==> config.mk <==
export PLATFORM = sky130hd
export DESIGN_NAME = pwm_bit_link_timing_assist
export DESIGN_NICKNAME = d
export VERILOG_FILES = /design/src/shared/pwm_bit_link_pkg.sv /design/src/rtl/pwm_bit_link_timing_assist.sv /design/src/rtl/rate_tick.sv
export SDC_FILE = /design/constraint.sdc
export NUM_CORES = 1
export LEC_CHECK = 0
export BUFFER_PORTS_ARGS = -buffer_cell sky130_fd_sc_hd__buf_2
export CAP_MARGIN = 20
export CORE_MARGIN = 2
export CORE_UTILIZATION = 40
export DETAILED_ROUTE_END_ITERATION = 12
export SETUP_SLACK_MARGIN = 0.05
export SYNTH_ARGS = -nofsm -noshare
export SYNTH_HDL_FRONTEND = slang
export SYNTH_SLANG_ARGS = --single-unit
==> constraint.sdc <==
create_clock -name clk -period 3 [get_ports clk]
set_clock_uncertainty 0.15 [all_clocks]
set_input_delay 0.3 -clock clk [delete_from_list [all_inputs] [get_ports clk]]
set_output_delay 0.3 -clock clk [all_outputs]
set_load 0.005 [all_outputs]
==> src/shared/pwm_bit_link_pkg.sv <==
// constants for the pwm bit link timing assist block
// assumes a 50 MHz system clock and a 32-bit AXI4-Lite register bus
package pwm_bit_link_pkg;
  // clock rates and derived tick dividers
  localparam int CLK_HZ = 50_000_000;
  localparam int SYNC_CLK_HZ = 5_000_000;
  localparam int LP_CLK_HZ = 131_000;
  localparam int SYNC_DIV = CLK_HZ / SYNC_CLK_HZ;
  localparam int LP_DIV = CLK_HZ / LP_CLK_HZ;

  // bit link rate and low-time bands in sixteenths of a bit
  localparam int BPS_NOM = 1200;
  localparam int BPS_MIN = 1164;
  localparam int BPS_MAX = 1236;
  localparam int SYNC_MIN_16 = 1;
  localparam int SYNC_NOM_16 = 2;
  localparam int SYNC_MAX_16 = 3;
  localparam int ZERO_MIN_16 = 5;
  localparam int ZERO_NOM_16 = 6;
  localparam int ZERO_MAX_16 = 8;
  localparam int ONE_MIN_16 = 10;
  localparam int ONE_NOM_16 = 12;
  localparam int ONE_MAX_16 = 14;
  // band limits in low-power clock ticks
  localparam logic [11:0] SYNC_LO = 12'(LP_CLK_HZ * SYNC_MIN_16 / (16 * BPS_MAX));
  localparam logic [11:0] SYNC_HI = 12'(LP_CLK_HZ * SYNC_MAX_16 / (16 * BPS_MIN));
  localparam logic [11:0] ZERO_LO = 12'(LP_CLK_HZ * ZERO_MIN_16 / (16 * BPS_MAX));
  localparam logic [11:0] ZERO_HI = 12'(LP_CLK_HZ * ZERO_MAX_16 / (16 * BPS_MIN));
  localparam logic [11:0] ONE_LO = 12'(LP_CLK_HZ * ONE_MIN_16 / (16 * BPS_MAX));
  localparam logic [11:0] ONE_HI = 12'(LP_CLK_HZ * ONE_MAX_16 / (16 * BPS_MIN));

  // frame layout, newest bit at position 0
  localparam int FRAME_BITS = 19;
  localparam int PAUSE_SYNCS = 3;
  localparam int FR_DIR = 18;
  localparam int FR_SLAVE_LSB = 15;
  localparam int FR_REG_LSB = 11;
  localparam int FR_REG_WRITE = 14;
  localparam int FR_HDR_PAR = 10;
  localparam int FR_DATA_LSB = 2;
  localparam int FR_DATA_PAR = 1;

  // register byte addresses
  localparam logic [31:0] ADDR_CONTROL = 32'hffff0780;
  localparam logic [31:0] ADDR_FLAGS = 32'hffff0784;
  localparam logic [31:0] ADDR_SYNC_TMR = 32'hffff0788;
  localparam logic [31:0] ADDR_EDGE_SETUP = 32'hffff078c;
  localparam logic [31:0] ADDR_BREAK_TMR = 32'hffff0790;
  localparam logic [31:0] ADDR_CAPTURE = 32'hffff0794;
  localparam logic [31:0] ADDR_COMPARE = 32'hffff0798;
  localparam logic [31:0] ADDR_FRAME = 32'hffff079c;
  localparam logic [31:0] ADDR_PORT_CFG = 32'hffff07a0;
  localparam logic [31:0] ADDR_PORT_DATA = 32'hffff07a4;
  localparam logic [31:0] ADDR_HV_FLAGS = 32'hffff07a8;
  localparam logic [31:0] ADDR_HV_SETUP = 32'hffff07ac;

  // field positions
  localparam int CTL_EN = 0;
  localparam int CTL_START_IRQ = 3;
  localparam int CTL_CMP_EN = 5;
  localparam int CTL_MODE = 6;
  localparam int CTL_GATE = 8;
  localparam int FLG_BREAK = 0;
  localparam int FLG_STOP = 1;
  localparam int FLG_PULSE = 2;
  localparam int FLG_CMP = 3;
  localparam int FLG_BRKERR = 4;
  localparam int FLG_START = 5;
  localparam int PCFG_GPIO = 20;
  localparam int PDAT_READ = 4;
  localparam int PDAT_DRIVE = 5;
  localparam int HV_SHORT = 2;
  localparam int HV_THERMAL = 3;
  localparam int HVC_PROT_OFF = 2;
  localparam int HVC_REENABLE = 3;

  // reset values
  localparam logic [8:0] CONTROL_RST = 9'h000;
  localparam logic [7:0] EDGE_SETUP_RST = 8'h32;
  localparam logic [11:0] BREAK_CMP_RST = 12'h047;
  localparam logic [15:0] COMPARE_RST = 16'h0000;

  typedef enum logic [1:0] {PULSE_BAD, PULSE_SYNC, PULSE_ZERO, PULSE_ONE} pulse_class_t;
endpackage : pwm_bit_link_pkg

==> src/rtl/pwm_bit_link_timing_assist.sv <==
// timing assist for a single-wire link pin: break timer, sync timer, capture/compare, pin control
// assumes AXI4-Lite master on clk, link pin and transceiver flags asynchronous to clk
// What the document asks of this block
// lin mode: break timer starts at first fall, flags when threshold reached
// sync timer starts next fall, stop flag when fall count hits stop field
// software sets the receive gating bit before the line returns high
// live pin level reads back on port data bit 4
// with gpio selected by config bit 20, port data drives the pin
// short sets hv flag bit 2; driver re-enable clears; protection can be off
// thermal flag never interrupts link traffic
// symbols are sync, zero, one; frame holds 19 bits
// bit rate 1200 bps within plus or minus three percent
// low-time bands: sync 1-3/16, zero 5-8/16, one 10-14/16
// break timer measures each received low pulse width; in lin mode the code starts it only at the first fall
// internal drive signal reaches the pin under software control
// 16-bit sync timer at 5 MHz, captured at every falling edge; the code captures only in bit-link mode
// compare enable bit 5 gates the compare interrupt
// frame order: pause, dir, slave, register, parity, data, parity, ack
// direction bit 0 for master request, 1 for slave request
// register address bit 3 set for write, clear for read
// parity bits are one for odd count of ones; hdrParOk/dataParOk expect one for an even count
// bit-link mode: free-running sync timer sets status bit 3 at compare
// slave always sends acknowledge, zero means success
// on master read slave sends data, data parity, acknowledge
// bit-link receive: break timer clears at fall, stops at rise, 131 kHz
// software selects bit-link mode with control bit 6 first
// software classifies widths; outside all bands is an error
//
// Our own choice: the AXI4-Lite register port.
`timescale 1ns/1ps
module pwm_bit_link_timing_assist (
  input wire logic clk,
  input wire logic reset,
  input wire logic [31:0] awaddr,
  input wire logic [2:0] awprot,
  input wire logic awvalid,
  output logic awready,
  input wire logic [31:0] wdata,
  input wire logic [3:0] wstrb,
  input wire logic wvalid,
  output logic wready,
  output logic [1:0] bresp,
  output logic bvalid,
  input wire logic bready,
  input wire logic [31:0] araddr,
  input wire logic [2:0] arprot,
  input wire logic arvalid,
  output logic arready,
  output logic [31:0] rdata,
  output logic [1:0] rresp,
  output logic rvalid,
  input wire logic rready,
  input wire logic linPinIn,
  output logic linPinOut,
  output logic linPinOe,
  input wire logic shortDetect,
  input wire logic thermalEvent,
  output logic uartRxGate,
  output logic linEvent
);
  // byte-lane merge for register writes
  function automatic logic [31:0] merge(input logic [31:0] old, input logic [31:0] nw, input logic [3:0] st);
    logic [31:0] m;
    m = {{8{st[3]}}, {8{st[2]}}, {8{st[1]}}, {8{st[0]}}};
    return (old & ~m) | (nw & m);
  endfunction : merge

  // address decode shared by read and write paths
  function automatic logic mapped(input logic [31:0] a);
    return a >= pwm_bit_link_pkg::ADDR_CONTROL && a <= pwm_bit_link_pkg::ADDR_HV_SETUP && a[1:0] == 2'b00;
  endfunction : mapped

  logic syncTick;
  logic lpTick;
  logic [2:0] pinMetaReg;
  logic [2:0] pinSyncReg;
  logic linPrevReg;
  logic [31:0] awAddrReg;
  logic [31:0] wDataReg;
  logic [3:0] wStrbReg;
  logic awHaveReg;
  logic wHaveReg;
  logic bvalidReg;
  logic [1:0] brespReg;
  logic rvalidReg;
  logic [31:0] rdataReg;
  logic [1:0] rrespReg;
  logic [8:0] ctrlReg;
  logic [7:0] edgeSetupReg;
  logic [5:0] flagsReg;
  logic [11:0] breakCmpReg;
  logic [11:0] breakTmrReg;
  logic breakRunReg;
  logic [15:0] syncTmrReg;
  logic syncRunReg;
  logic [3:0] edgeCntReg;
  logic [15:0] capReg;
  logic [15:0] cmpReg;
  logic [18:0] frameReg;
  logic [4:0] bitCntReg;
  logic [1:0] lastClassReg;
  logic gpioSelReg;
  logic driveReg;
  logic shortFlagReg;
  logic thermalFlagReg;
  logic protOffReg;

  // slow rate enables from the system clock
  rate_tick #(.DIV(pwm_bit_link_pkg::SYNC_DIV)) syncRate (.clk(clk), .reset(reset), .tick(syncTick));
  rate_tick #(.DIV(pwm_bit_link_pkg::LP_DIV)) lpRate (.clk(clk), .reset(reset), .tick(lpTick));

  // two-stage synchronisers for pin, short and thermal inputs
  always_ff @(posedge clk) begin
    if (reset) begin
      pinMetaReg <= 3'h1; // line idles high, no false fall
      pinSyncReg <= 3'h1;
    end else begin
      pinMetaReg <= {thermalEvent, shortDetect, linPinIn};
      pinSyncReg <= pinMetaReg;
    end
  end

  // pin level and edges
  wire linLevel = pinSyncReg[0];
  wire shortSync = pinSyncReg[1];
  wire thermalSync = pinSyncReg[2];
  wire linFall = linPrevReg & ~linLevel;
  wire linRise = ~linPrevReg & linLevel;
  wire enabled = ctrlReg[pwm_bit_link_pkg::CTL_EN];
  wire bitMode = enabled & ctrlReg[pwm_bit_link_pkg::CTL_MODE];
  wire linMode = enabled & ~ctrlReg[pwm_bit_link_pkg::CTL_MODE];

  // bus handshakes
  wire wrEn = awHaveReg & wHaveReg & ~bvalidReg;
  wire arHs = arvalid & arready;
  wire wrOk = mapped(awAddrReg);
  assign awready = ~awHaveReg & ~bvalidReg;
  assign wready = ~wHaveReg & ~bvalidReg;
  assign arready = ~rvalidReg;
  assign bvalid = bvalidReg;
  assign bresp = brespReg;
  assign rvalid = rvalidReg;
  assign rdata = rdataReg;
  assign rresp = rrespReg;

  // write selects
  wire selCtrl = wrEn & (awAddrReg == pwm_bit_link_pkg::ADDR_CONTROL);
  wire selFlags = wrEn & (awAddrReg == pwm_bit_link_pkg::ADDR_FLAGS);
  wire selEdge = wrEn & (awAddrReg == pwm_bit_link_pkg::ADDR_EDGE_SETUP);
  wire selBrk = wrEn & (awAddrReg == pwm_bit_link_pkg::ADDR_BREAK_TMR);
  wire selCmp = wrEn & (awAddrReg == pwm_bit_link_pkg::ADDR_COMPARE);
  wire selPcfg = wrEn & (awAddrReg == pwm_bit_link_pkg::ADDR_PORT_CFG);
  wire selPdat = wrEn & (awAddrReg == pwm_bit_link_pkg::ADDR_PORT_DATA);
  wire selHvf = wrEn & (awAddrReg == pwm_bit_link_pkg::ADDR_HV_FLAGS);
  wire selHvc = wrEn & (awAddrReg == pwm_bit_link_pkg::ADDR_HV_SETUP);
  wire [31:0] wMerged = merge(32'h00000000, wDataReg, wStrbReg);
  wire brkRead = arHs & (araddr == pwm_bit_link_pkg::ADDR_BREAK_TMR);

  // lin break and sync sequencing
  wire firstFall = linMode & linFall & (edgeCntReg == 4'h0);
  wire [3:0] edgeNext = edgeCntReg + 4'h1;
  wire syncStart = linMode & linFall & flagsReg[pwm_bit_link_pkg::FLG_BREAK] &
    (edgeNext == edgeSetupReg[3:0]);
  wire stopHit = linMode & linFall & syncRunReg & (edgeNext == edgeSetupReg[7:4]);
  wire brkHit = linMode & breakRunReg & lpTick & ~linRise & ~brkRead &
    (breakTmrReg + 12'h001 == breakCmpReg);
  wire brkOvf = breakRunReg & lpTick & (breakTmrReg == 12'hfff);
  wire cmpHit = bitMode & ctrlReg[pwm_bit_link_pkg::CTL_CMP_EN] & syncTick &
    (syncTmrReg + 16'h0001 == cmpReg);
  wire pulseEnd = bitMode & breakRunReg & linRise;

  // width classification of a finished low pulse
  wire [1:0] pulseClass =
    (breakTmrReg >= pwm_bit_link_pkg::SYNC_LO && breakTmrReg <= pwm_bit_link_pkg::SYNC_HI) ?
      pwm_bit_link_pkg::PULSE_SYNC :
    (breakTmrReg >= pwm_bit_link_pkg::ZERO_LO && breakTmrReg <= pwm_bit_link_pkg::ZERO_HI) ?
      pwm_bit_link_pkg::PULSE_ZERO :
    (breakTmrReg >= pwm_bit_link_pkg::ONE_LO && breakTmrReg <= pwm_bit_link_pkg::ONE_HI) ?
      pwm_bit_link_pkg::PULSE_ONE : pwm_bit_link_pkg::PULSE_BAD;

  // frame parity checks over the received bits
  wire hdrParOk = ^frameReg[pwm_bit_link_pkg::FR_DIR:pwm_bit_link_pkg::FR_HDR_PAR];
  wire dataParOk = ^frameReg[pwm_bit_link_pkg::FR_HDR_PAR-1:pwm_bit_link_pkg::FR_DATA_PAR];

  // sticky flag set and write-one clear, set wins
  wire [5:0] flagSet = {bitMode & linFall & ctrlReg[pwm_bit_link_pkg::CTL_START_IRQ], brkOvf, cmpHit,
    pulseEnd & ctrlReg[pwm_bit_link_pkg::CTL_GATE], stopHit, brkHit};
  wire [5:0] flagClr = selFlags ? wMerged[5:0] : 6'h00;

  // read data selection
  wire [31:0] rdMux =
    (araddr == pwm_bit_link_pkg::ADDR_CONTROL) ? {23'h0, ctrlReg} :
    (araddr == pwm_bit_link_pkg::ADDR_FLAGS) ? {26'h0, flagsReg} :
    (araddr == pwm_bit_link_pkg::ADDR_SYNC_TMR) ? {16'h0, syncTmrReg} :
    (araddr == pwm_bit_link_pkg::ADDR_EDGE_SETUP) ? {24'h0, edgeSetupReg} :
    (araddr == pwm_bit_link_pkg::ADDR_BREAK_TMR) ? {20'h0, breakTmrReg} :
    (araddr == pwm_bit_link_pkg::ADDR_CAPTURE) ? {16'h0, capReg} :
    (araddr == pwm_bit_link_pkg::ADDR_COMPARE) ? {16'h0, cmpReg} :
    (araddr == pwm_bit_link_pkg::ADDR_FRAME) ?
      {2'h0, dataParOk, hdrParOk, lastClassReg, bitCntReg, 2'h0, frameReg} :
    (araddr == pwm_bit_link_pkg::ADDR_PORT_CFG) ? {11'h0, gpioSelReg, 20'h0} :
    (araddr == pwm_bit_link_pkg::ADDR_PORT_DATA) ? {26'h0, driveReg, linLevel, 4'h0} :
    (araddr == pwm_bit_link_pkg::ADDR_HV_FLAGS) ? {28'h0, thermalFlagReg, shortFlagReg, 2'h0} :
    (araddr == pwm_bit_link_pkg::ADDR_HV_SETUP) ? {29'h0, protOffReg, 2'h0} : 32'h00000000;

  // write channel capture and response
  always_ff @(posedge clk) begin
    if (reset) begin
      awHaveReg <= 1'b0;
      wHaveReg <= 1'b0;
      bvalidReg <= 1'b0;
      brespReg <= 2'b00;
      awAddrReg <= 32'h00000000;
      wDataReg <= 32'h00000000;
      wStrbReg <= 4'h0;
    end else begin
      if (awvalid & awready) begin
        awHaveReg <= 1'b1;
        awAddrReg <= awaddr;
      end
      if (wvalid & wready) begin
        wHaveReg <= 1'b1;
        wDataReg <= wdata;
        wStrbReg <= wstrb;
      end
      if (wrEn) begin
        awHaveReg <= 1'b0;
        wHaveReg <= 1'b0;
        bvalidReg <= 1'b1;
        brespReg <= wrOk ? 2'b00 : 2'b10;
      end else if (bvalidReg & bready) begin
        bvalidReg <= 1'b0;
      end
    end
  end

  // read channel
  always_ff @(posedge clk) begin
    if (reset) begin
      rvalidReg <= 1'b0;
      rdataReg <= 32'h00000000;
      rrespReg <= 2'b00;
    end else if (arHs) begin
      rvalidReg <= 1'b1;
      rdataReg <= rdMux;
      rrespReg <= mapped(araddr) ? 2'b00 : 2'b10;
    end else if (rready) begin
      rvalidReg <= 1'b0;
    end
  end

  // software-written configuration
  always_ff @(posedge clk) begin
    if (reset) begin
      ctrlReg <= pwm_bit_link_pkg::CONTROL_RST;
      edgeSetupReg <= pwm_bit_link_pkg::EDGE_SETUP_RST;
      breakCmpReg <= pwm_bit_link_pkg::BREAK_CMP_RST;
      cmpReg <= pwm_bit_link_pkg::COMPARE_RST;
      gpioSelReg <= 1'b0;
      driveReg <= 1'b1;
      protOffReg <= 1'b0;
    end else begin
      if (selCtrl) ctrlReg <= 9'(merge({23'h0, ctrlReg}, wDataReg, wStrbReg));
      if (selEdge) edgeSetupReg <= 8'(merge({24'h0, edgeSetupReg}, wDataReg, wStrbReg));
      if (selBrk) breakCmpReg <= 12'(merge({20'h0, breakCmpReg}, wDataReg, wStrbReg));
      if (selCmp) cmpReg <= 16'(merge({16'h0, cmpReg}, wDataReg, wStrbReg));
      if (selPcfg & wStrbReg[2]) gpioSelReg <= wDataReg[pwm_bit_link_pkg::PCFG_GPIO];
      if (selPdat & wStrbReg[0]) driveReg <= wDataReg[pwm_bit_link_pkg::PDAT_DRIVE];
      if (selHvc & wStrbReg[0]) protOffReg <= wDataReg[pwm_bit_link_pkg::HVC_PROT_OFF];
    end
  end

  // flags, edge counting and sync timer
  always_ff @(posedge clk) begin
    if (reset) begin
      flagsReg <= 6'h00;
      edgeCntReg <= 4'h0;
      syncRunReg <= 1'b0;
      syncTmrReg <= 16'h0000;
      capReg <= 16'h0000;
      linPrevReg <= 1'b1;
    end else begin
      linPrevReg <= linLevel;
      flagsReg <= (flagsReg & ~flagClr) | flagSet;
      if (!linMode) begin
        edgeCntReg <= 4'h0;
      end else if (stopHit) begin
        edgeCntReg <= 4'h0; // next fall opens a new break
      end else if (linFall && edgeCntReg != 4'hf) begin
        edgeCntReg <= edgeNext;
      end
      if (bitMode) begin
        syncRunReg <= 1'b0;
        if (syncTick) syncTmrReg <= syncTmrReg + 16'h0001;
        if (linFall) capReg <= syncTmrReg;
      end else if (syncStart) begin
        syncRunReg <= 1'b1;
        syncTmrReg <= 16'h0000;
      end else if (stopHit | ~linMode) begin
        syncRunReg <= 1'b0;
      end else if (syncRunReg & syncTick) begin
        syncTmrReg <= syncTmrReg + 16'h0001;
      end
    end
  end

  // break-width timer, pulse class and frame shifter
  always_ff @(posedge clk) begin
    if (reset) begin
      breakTmrReg <= 12'h000;
      breakRunReg <= 1'b0;
      frameReg <= 19'h00000;
      bitCntReg <= 5'h00;
      lastClassReg <= pwm_bit_link_pkg::PULSE_BAD;
    end else begin
      if (!enabled) begin
        breakRunReg <= 1'b0;
      end else if ((bitMode & linFall) | firstFall) begin
        breakTmrReg <= 12'h000;
        breakRunReg <= 1'b1;
      end else if (linRise | brkOvf) begin
        breakRunReg <= 1'b0;
      end else if (brkRead) begin
        breakTmrReg <= 12'h000;
      end else if (breakRunReg & lpTick) begin
        breakTmrReg <= breakTmrReg + 12'h001;
      end
      if (pulseEnd) begin
        lastClassReg <= pulseClass;
        if (pulseClass == pwm_bit_link_pkg::PULSE_SYNC) begin
          bitCntReg <= 5'h00;
        end else if (pulseClass != pwm_bit_link_pkg::PULSE_BAD) begin
          frameReg <= {frameReg[17:0], pulseClass == pwm_bit_link_pkg::PULSE_ONE};
          if (bitCntReg != 5'(pwm_bit_link_pkg::FRAME_BITS)) bitCntReg <= bitCntReg + 5'h01;
        end
      end
    end
  end

  // transceiver status: short protection and thermal flag
  wire reenable = selHvc & wStrbReg[0] & wDataReg[pwm_bit_link_pkg::HVC_REENABLE];
  always_ff @(posedge clk) begin
    if (reset) begin
      shortFlagReg <= 1'b0;
      thermalFlagReg <= 1'b0;
    end else begin
      if (shortSync & ~protOffReg) shortFlagReg <= 1'b1;
      else if (reenable) shortFlagReg <= 1'b0;
      if (thermalSync) thermalFlagReg <= 1'b1;
      else if (selHvf & wStrbReg[0] & wDataReg[pwm_bit_link_pkg::HV_THERMAL]) thermalFlagReg <= 1'b0;
    end
  end

  // pin drive: driver on only with gpio selected and no short flag, thermal state does not cut it
  assign linPinOe = gpioSelReg & ~shortFlagReg;
  assign linPinOut = driveReg;
  assign uartRxGate = ctrlReg[pwm_bit_link_pkg::CTL_GATE];
  assign linEvent = |flagsReg;
endmodule : pwm_bit_link_timing_assist

==> src/rtl/rate_tick.sv <==
// one-cycle enable pulse every DIV clock cycles
// assumes a single clock and a synchronous active-high reset
`timescale 1ns/1ps
module rate_tick #(
  parameter int DIV = 10
) (
  input wire logic clk,
  input wire logic reset,
  output logic tick
);
  logic [8:0] countReg;

  // divider counter wraps at DIV-1
  always_ff @(posedge clk) begin
    if (reset) begin
      countReg <= 9'h000;
    end else if (countReg == 9'(DIV - 1)) begin
      countReg <= 9'h000;
    end else begin
      countReg <= countReg + 9'h001;
    end
  end

  assign tick = (countReg == 9'(DIV - 1));
endmodule : rate_tick

==> flow_metrics.tcl, run 1 <==
set metrics [dict create \
    status "finished clean" \
    path_cells "inv_1 > ha_1 > xnor2_1 > nand3_1 > o31a_1 > o211a_1 > nand4_1 > xor2_1 > nor2_1" \
    cp_slowest_cell "o211a_1" \
    syn_area_per_cell_um2 8.352 \
    cts_tree "yes" \
    synth_top_family_by_area "simple AND/OR/NAND/NOR gates" \
    ant_nets 0 \
    nets 1689 \
    leakage_nw 5.747 \
    via_per_inst 5.266 \
    cpPeakStageDelay_ns 0.45 \
    cts.reportedPaths.clkPinSlew_ns 0.06 \
    cp_num_buf_inv 1 \
    worstPathArrival_ns 2.88 \
    dp.final_hpwl_mm 23.37 \
    worstHoldEndpoint "rresp[1]$_SDFFE_PP0P_" \
    clkLatencyLatePin_ns 0.54 \
    synth.yosys.seq_area_share_pct 42.01 \
    route.detailed.drc 0 \
    cts_max_path_buffers 3 \
    layout-drive-gt1-share_pct 15.57 \
    fin_tns_setup_ns 0 \
    die_w_um 174.5 \
    die_area_um2 30450 \
    start_util_pct 40.62 \
    dpl_cell_area_um2 12700 \
    ys_types 81 \
    place_congestion 0.9059 \
    crit_path_start_kind "flip-flop" \
    worstHoldPathCells 3 \
    postLayoutCellArea_um2 14180 \
    end_kind "flip-flop" \
    core_um2 28630 \
    power.density_nw_per_um2 504.2 \
    synth_top_cell_area_share_pct 42.01 \
    overflow 0 \
    synthTopCellsByArea "dfxtp_1 42%, nand2_1 6.6%, mux2i_1 6.5%, nor2_1 5.3%, a21oi_1 4.7%" \
    required_ns 3.26 \
    fin_crit_sh_pct 87.23 \
    antenna_found_initial 0 \
    reg2regPathDepth 9 \
    synthFlopType "dfxtp_1" \
    hold_viol_final 0 \
    path_max_fanout 16 \
    synth_enable_flop_cells 0 \
    wl_per_cell_um 16.76 \
    ys_warn_count 0 \
    synthMuxAreaShare_pct 7.716 \
    tightest_slew_ns 1.047 \
    stdcell_count 1964 \
    syn_to_final_growth_pct 21.94 \
    r2r_start "edgeCntReg[0]$_SDFFE_PP0P_" \
    cts_resized 0 \
    cts_buffers 27 \
    diodes 0 \
    synth_area_um2 11630 \
    r2r_end "syncTmrReg[13]$_SDFFE_PP0P_" \
    path_delay_family "compound AO/OA/AOI/OAI gates" \
    synth_seq_cells 244 \
    synth_compound_area_share_pct 13.70 \
    yosys.area_share.simple_pct 23.04 \
    wl_mm 32.92 \
    cts-root-buf "clkbuf_16" \
    rows 62 \
    cts.sinks 244 \
    relSlewSlack_pct 30.05 \
    dr.first_iter.drc_count 826 \
    htreeDepth 1 \
    min-delay-start "araddr[11]" \
    grt_first_pass_wirelength_mm 51.80 \
    fin_crit_ns 2.617 \
    async_flop_share_pct 0 \
    cts-hold-fix-buffers 59 \
    vias 10343 \
    setup_violations 0 \
    fillers 2760 \
    power_mw 7.148 \
    synthAdderAreaFrac_pct 1.291 \
    grt_pass1_vias 9627 \
    r2r_slack_ns 0.38 \
    die_h_um 174.5 \
    maxCapViolCount 0 \
    slew_viol_final 0 \
    rsz0062_at_grt "false" \
    synth_largest_area_cell "dfxtp_1" \
    postCtsSetupBuffers 0 \
    firstDrtPassIters 5 \
    dp_cells 1857 \
    netlist_instances 1392 \
    fmax_mhz 382.1 \
    criticalPathCategory "flip-flop to flip-flop" \
    hold_path.class "input pin to flip-flop" \
    synth_xor_area_share_pct 7.802 \
    ios 161 \
    grt_max_degree 184 \
    peakVddDrop_mv 0.3954 \
    grt_usage_pct 21.02 \
    port_buffers 133 \
    final_util_pct 49.53 \
]
-- cells by family (layout without fill, tap and decap cells) --
logic type                 count (synthesis)  after routing
AOI/OAI and AO/OA                        256            256
xor gates and xnor gates                 102            102
adders and majority gates                 12             12
buffers and inverters                    125            309
DFF                                      244            244
muxes                                     86             86
other                                      1              5
and+or+nand+nor                          566            566
-- layer usage --
metal | vias to the layer above | wire length (um) | track usage [%]
met2 | 330 | 14400 | 33.48
met3 | 61 | 2045 | 3.084
met5 | - | 0 | 0
met1 | 4792 | 15520 | 29.44
li1 | 5160 | - | -
met4 | 0 | 952 | 6.338
-- cell usage after synthesis, types with 3 or more instances --
cell       count
a32oi_1        5
nor3_1         9
nor3b_1        3
and4b_1        3
a31oi_1       11
a21o_1         3
or3_1          9
xor2_1        47
o21ai_0       38
and2_1         9
a221oi_1       9
and3_1        20
nand4_1       34
nor2b_1       16
nand2_1      203
o31ai_1        6
ha_1          12
nor2_1       165
buf_1          6
buf_2         10
mux2_2         9
a31o_2         3
nor4_1         7
a21oi_1      109
a22o_1         6
a211oi_1       4
xnor2_1       54
nand3b_1       3
or2_2          6
a22oi_1       14
inv_1         34
nand3_1       37
mux2i_1       75
o2111ai_1      3
nand2b_1      14
o22ai_1        9
o211ai_1       7
buf_4          8
and4_1         5
o21ai_1        8
dfxtp_1      244
clkbuf_1      67
-- worst max-delay path by stage --
stage | start | endpoint | cells past startpoint
after floorplan | araddr[13] | rdata[6]$_SDFFE_PP0P_ | 7
after global placement | araddr[13] | rdata[6]$_SDFFE_PP0P_ | 8
after CTS | awAddrReg[27]$_SDFFE_PP0P_ | flip-flop | 7
after detailed placement | araddr[13] | rdata[7]$_SDFFE_PP0P_ | 8
final | edgeCntReg[0]$_SDFFE_PP0P_ | syncTmrReg[13]$_SDFFE_PP0P_ | 9
after global routing | awAddrReg[27]$_SDFFE_PP0P_ | flip-flop | 7
-- through the flow --
| step | hold slack [ns] | setup WS (ns) |
|---|---|---|
| 2_1_floorplan | 0.2395 | 0.6404 |
| 3_3_place_gp | 0.2443 | 0.2402 |
| 3_5_place_dp | 0.2433 | 0.2216 |
| 4_1_cts | 0.01849 | 0.3617 |
| 5_1_grt | 0.08399 | 0.1797 |
| 6_report | 0.03126 | 0.3830 |
-- placed cells by master (no fill, tap or decap), types with 10 or more instances in the layout --
master           n
dfxtp_1        244
nand2_1        203
nor2_1         165
buf_2          132
a21oi_1        109
mux2i_1         75
dlygate4sd3_1   59
xnor2_1         54
xor2_1          47
o21ai_0         38
nand3_1         37
inv_1           34
nand4_1         34
buf_4           33
clkbuf_16       27
and3_1          20
nor2b_1         15
nand2b_1        14
a22oi_1         14
ha_1            12
a31oi_1         11
clkbuf_8        10
-- power by group --
| part | switching (mW) | leakage [nW] | internal (mW) |
|---|---|---|---|
| registers | 0.0682 | 1.98 | 3.32 |
| clock network | 1.31 | 0.444 | 1.97 |
| logic | 0.273 | 3.32 | 0.209 |
| total | 1.65 | 5.75 | 5.50 |
-- area by class of cell --
type,count,area (um^2),area share [%]
Sequential cell,244,4885,34.45
Timing Repair Buffer,227,1550,10.93
Clock buffer,42,832.0,5.869
Tap cell,384,480.5,3.389
Clock inverter,6,55.05,0.3883
Multi-Input combinational cell,1027,6247,44.07
Inverter,34,127.6,0.9002
-- worst min-delay path: cells and delay by family --
kind	cells	cell delay, ns
buf+inv	1	0.09
compound gates	2	0.28
Power figures use the tool's default switching activity.
==> inputs of run 2 (changes only) <==
PLACE_DENSITY = 0.63   (was not set)
clock period = 2.5 ns   (was 3 ns; I/O delays follow)
==> flow_metrics.tcl, run 2 (synthesis gave the netlist of run 1 again) <==
set metrics [dict create \
    start_util_pct 40.62 \
    dp.final_hpwl_mm 24.21 \
    die_h_um 174.5 \
    end_kind "flip-flop" \
    setup_violations 0 \
    grt_max_degree 184 \
    core_um2 28630 \
    vias 10674 \
    criticalPathCategory "flip-flop to flip-flop" \
    fin_crit_sh_pct 94.64 \
    cts-root-buf "clkbuf_16" \
    dr.first_iter.drc_count 769 \
    overflow 0 \
    crit_path_start_kind "flip-flop" \
    hold_viol_final 0 \
    htreeDepth 1 \
    grt_first_pass_wirelength_mm 55.11 \
    diodes 0 \
    via_per_inst 5.287 \
    whs_ns 0.04784 \
    route.detailed.drc 0 \
    worstPathArrival_ns 2.70 \
    fin_crit_ns 2.366 \
    die_w_um 174.5 \
    layout_commonest_cell "dfxtp_1" \
    required_ns 2.84 \
    maxCapViolCount 0 \
    fmax_mhz 422.7 \
    path_cells "or4_1 > nor3_1 > nand4_1 > a21o_2 > a41o_1 > o21ai_1 > o311a_1" \
    wl_mm 34.39 \
    port_buffers 133 \
    status "finished clean" \
    cts.sinks 244 \
    nets 1742 \
    grt.met2_usage_pct 35.71 \
    rows 62 \
    path_max_fanout 6 \
    worst_slack_ns 0.1341 \
    tightest_slew_ns 0.8994 \
    place_congestion 0.9331 \
    wl_per_cell_um 17.04 \
    final_util_pct 51.70 \
    globalRouteMet3Util_pct 3.937 \
    relSlewSlack_pct 40.04 \
    cts_max_path_buffers 3 \
    grt_pass1_vias 10433 \
    leakage_nw 6.074 \
    antenna_found_initial 0 \
    cts_tree "yes" \
    layout-drive-gt1-share_pct 19.51 \
    use_met1_pct 30.22 \
    slew_viol_final 0 \
    die_area_um2 30450 \
    cts.reportedPaths.clkPinSlew_ns 0.06 \
    power_mw 9.012 \
    cpPeakStageDelay_ns 0.60 \
    cp_slowest_cell "or4_1" \
    layout_common_cells "240 x dfxtp_1, 203 x nand2_1, 164 x nor2_1" \
    power.density_nw_per_um2 609.0 \
    grt.busiest_layer "met2" \
    ant_nets 0 \
    ios 161 \
    grt_usage_pct 22.22 \
    hold_path.class "input pin to flip-flop" \
    cts_buffers 28 \
    rsz0062_at_grt "true" \
    dp_slack_ns -0.01332 \
    firstDrtPassIters 5 \
    peakVddDrop_mv 0.4969 \
    syn_to_final_growth_pct 27.29 \
    clkLatencyLatePin_ns 0.54 \
]
[run 2: power by group]
group | leakage, nW | switching [mW] | internal (mW)
sequential | 1.98 | 0.0781 | 3.98
clock | 0.491 | 1.62 | 2.71
combinational | 3.60 | 0.348 | 0.273
total | 6.07 | 2.05 | 6.96
[run 2: cell type report]
class	count	area [um^2]
clock inverters	9	125.1
flip-flops and latches	244	4890
repair buffers	279	1991
clock buffers	42	874.6
well taps	384	480.5
multi-input cells	1027	6311
inverters	34	127.6
fillers	2662	13830
[run 2: path summary, 6_finish.rpt]
path / startpoint / to / slack (ns) / cells past startpoint
max: breakTmrReg[7]$_SDFFE_PP0P_ / bitCntReg[2]$_SDFFE_PP0P_ / 0.13 / 7
min: reset / bitCntReg[1]$_SDFFE_PP0P_ / 0.05 / 4
max reg2reg: breakTmrReg[7]$_SDFFE_PP0P_ / bitCntReg[2]$_SDFFE_PP0P_ / 0.13 / 7
min reg2reg: pinMetaReg[0]$_SDFF_PP1_ / pinSyncReg[0]$_SDFF_PP1_ / 0.26 / 1
[run 2: layer usage]
layer  vias to the layer above  wire length, um
li1                       5265                -
met1                      4978            15510
met2                       368            15410
met3                        63             2419
met4                         0             1052
met5                         -                0
[run 2: worst max-delay path, delay by kind of cell, from the launching register on]
kind,cells,cell delay [ns]
flops,1,0.36
compound gates,4,0.85
simple gates,3,0.95
[run 2: through the flow]
stage,cells,TNS [ns],area [um^2]
after detailed placement,1908,-0.01332,13130
after CTS,2018,0,14730
final,2019,0,14800
after global routing,2019,0,14800
after global placement,1908,-0.001714,13130
after floorplan,1396,0,11640
[run 2: what timing repair did]
item                                    CTS  global route
pin swaps                                 0             5
endpoints found under the setup margin    1            78
hold buffers                             59             0
endpoints found under the hold margin    58             0
resized for setup                         1            17
setup buffers                             0             1
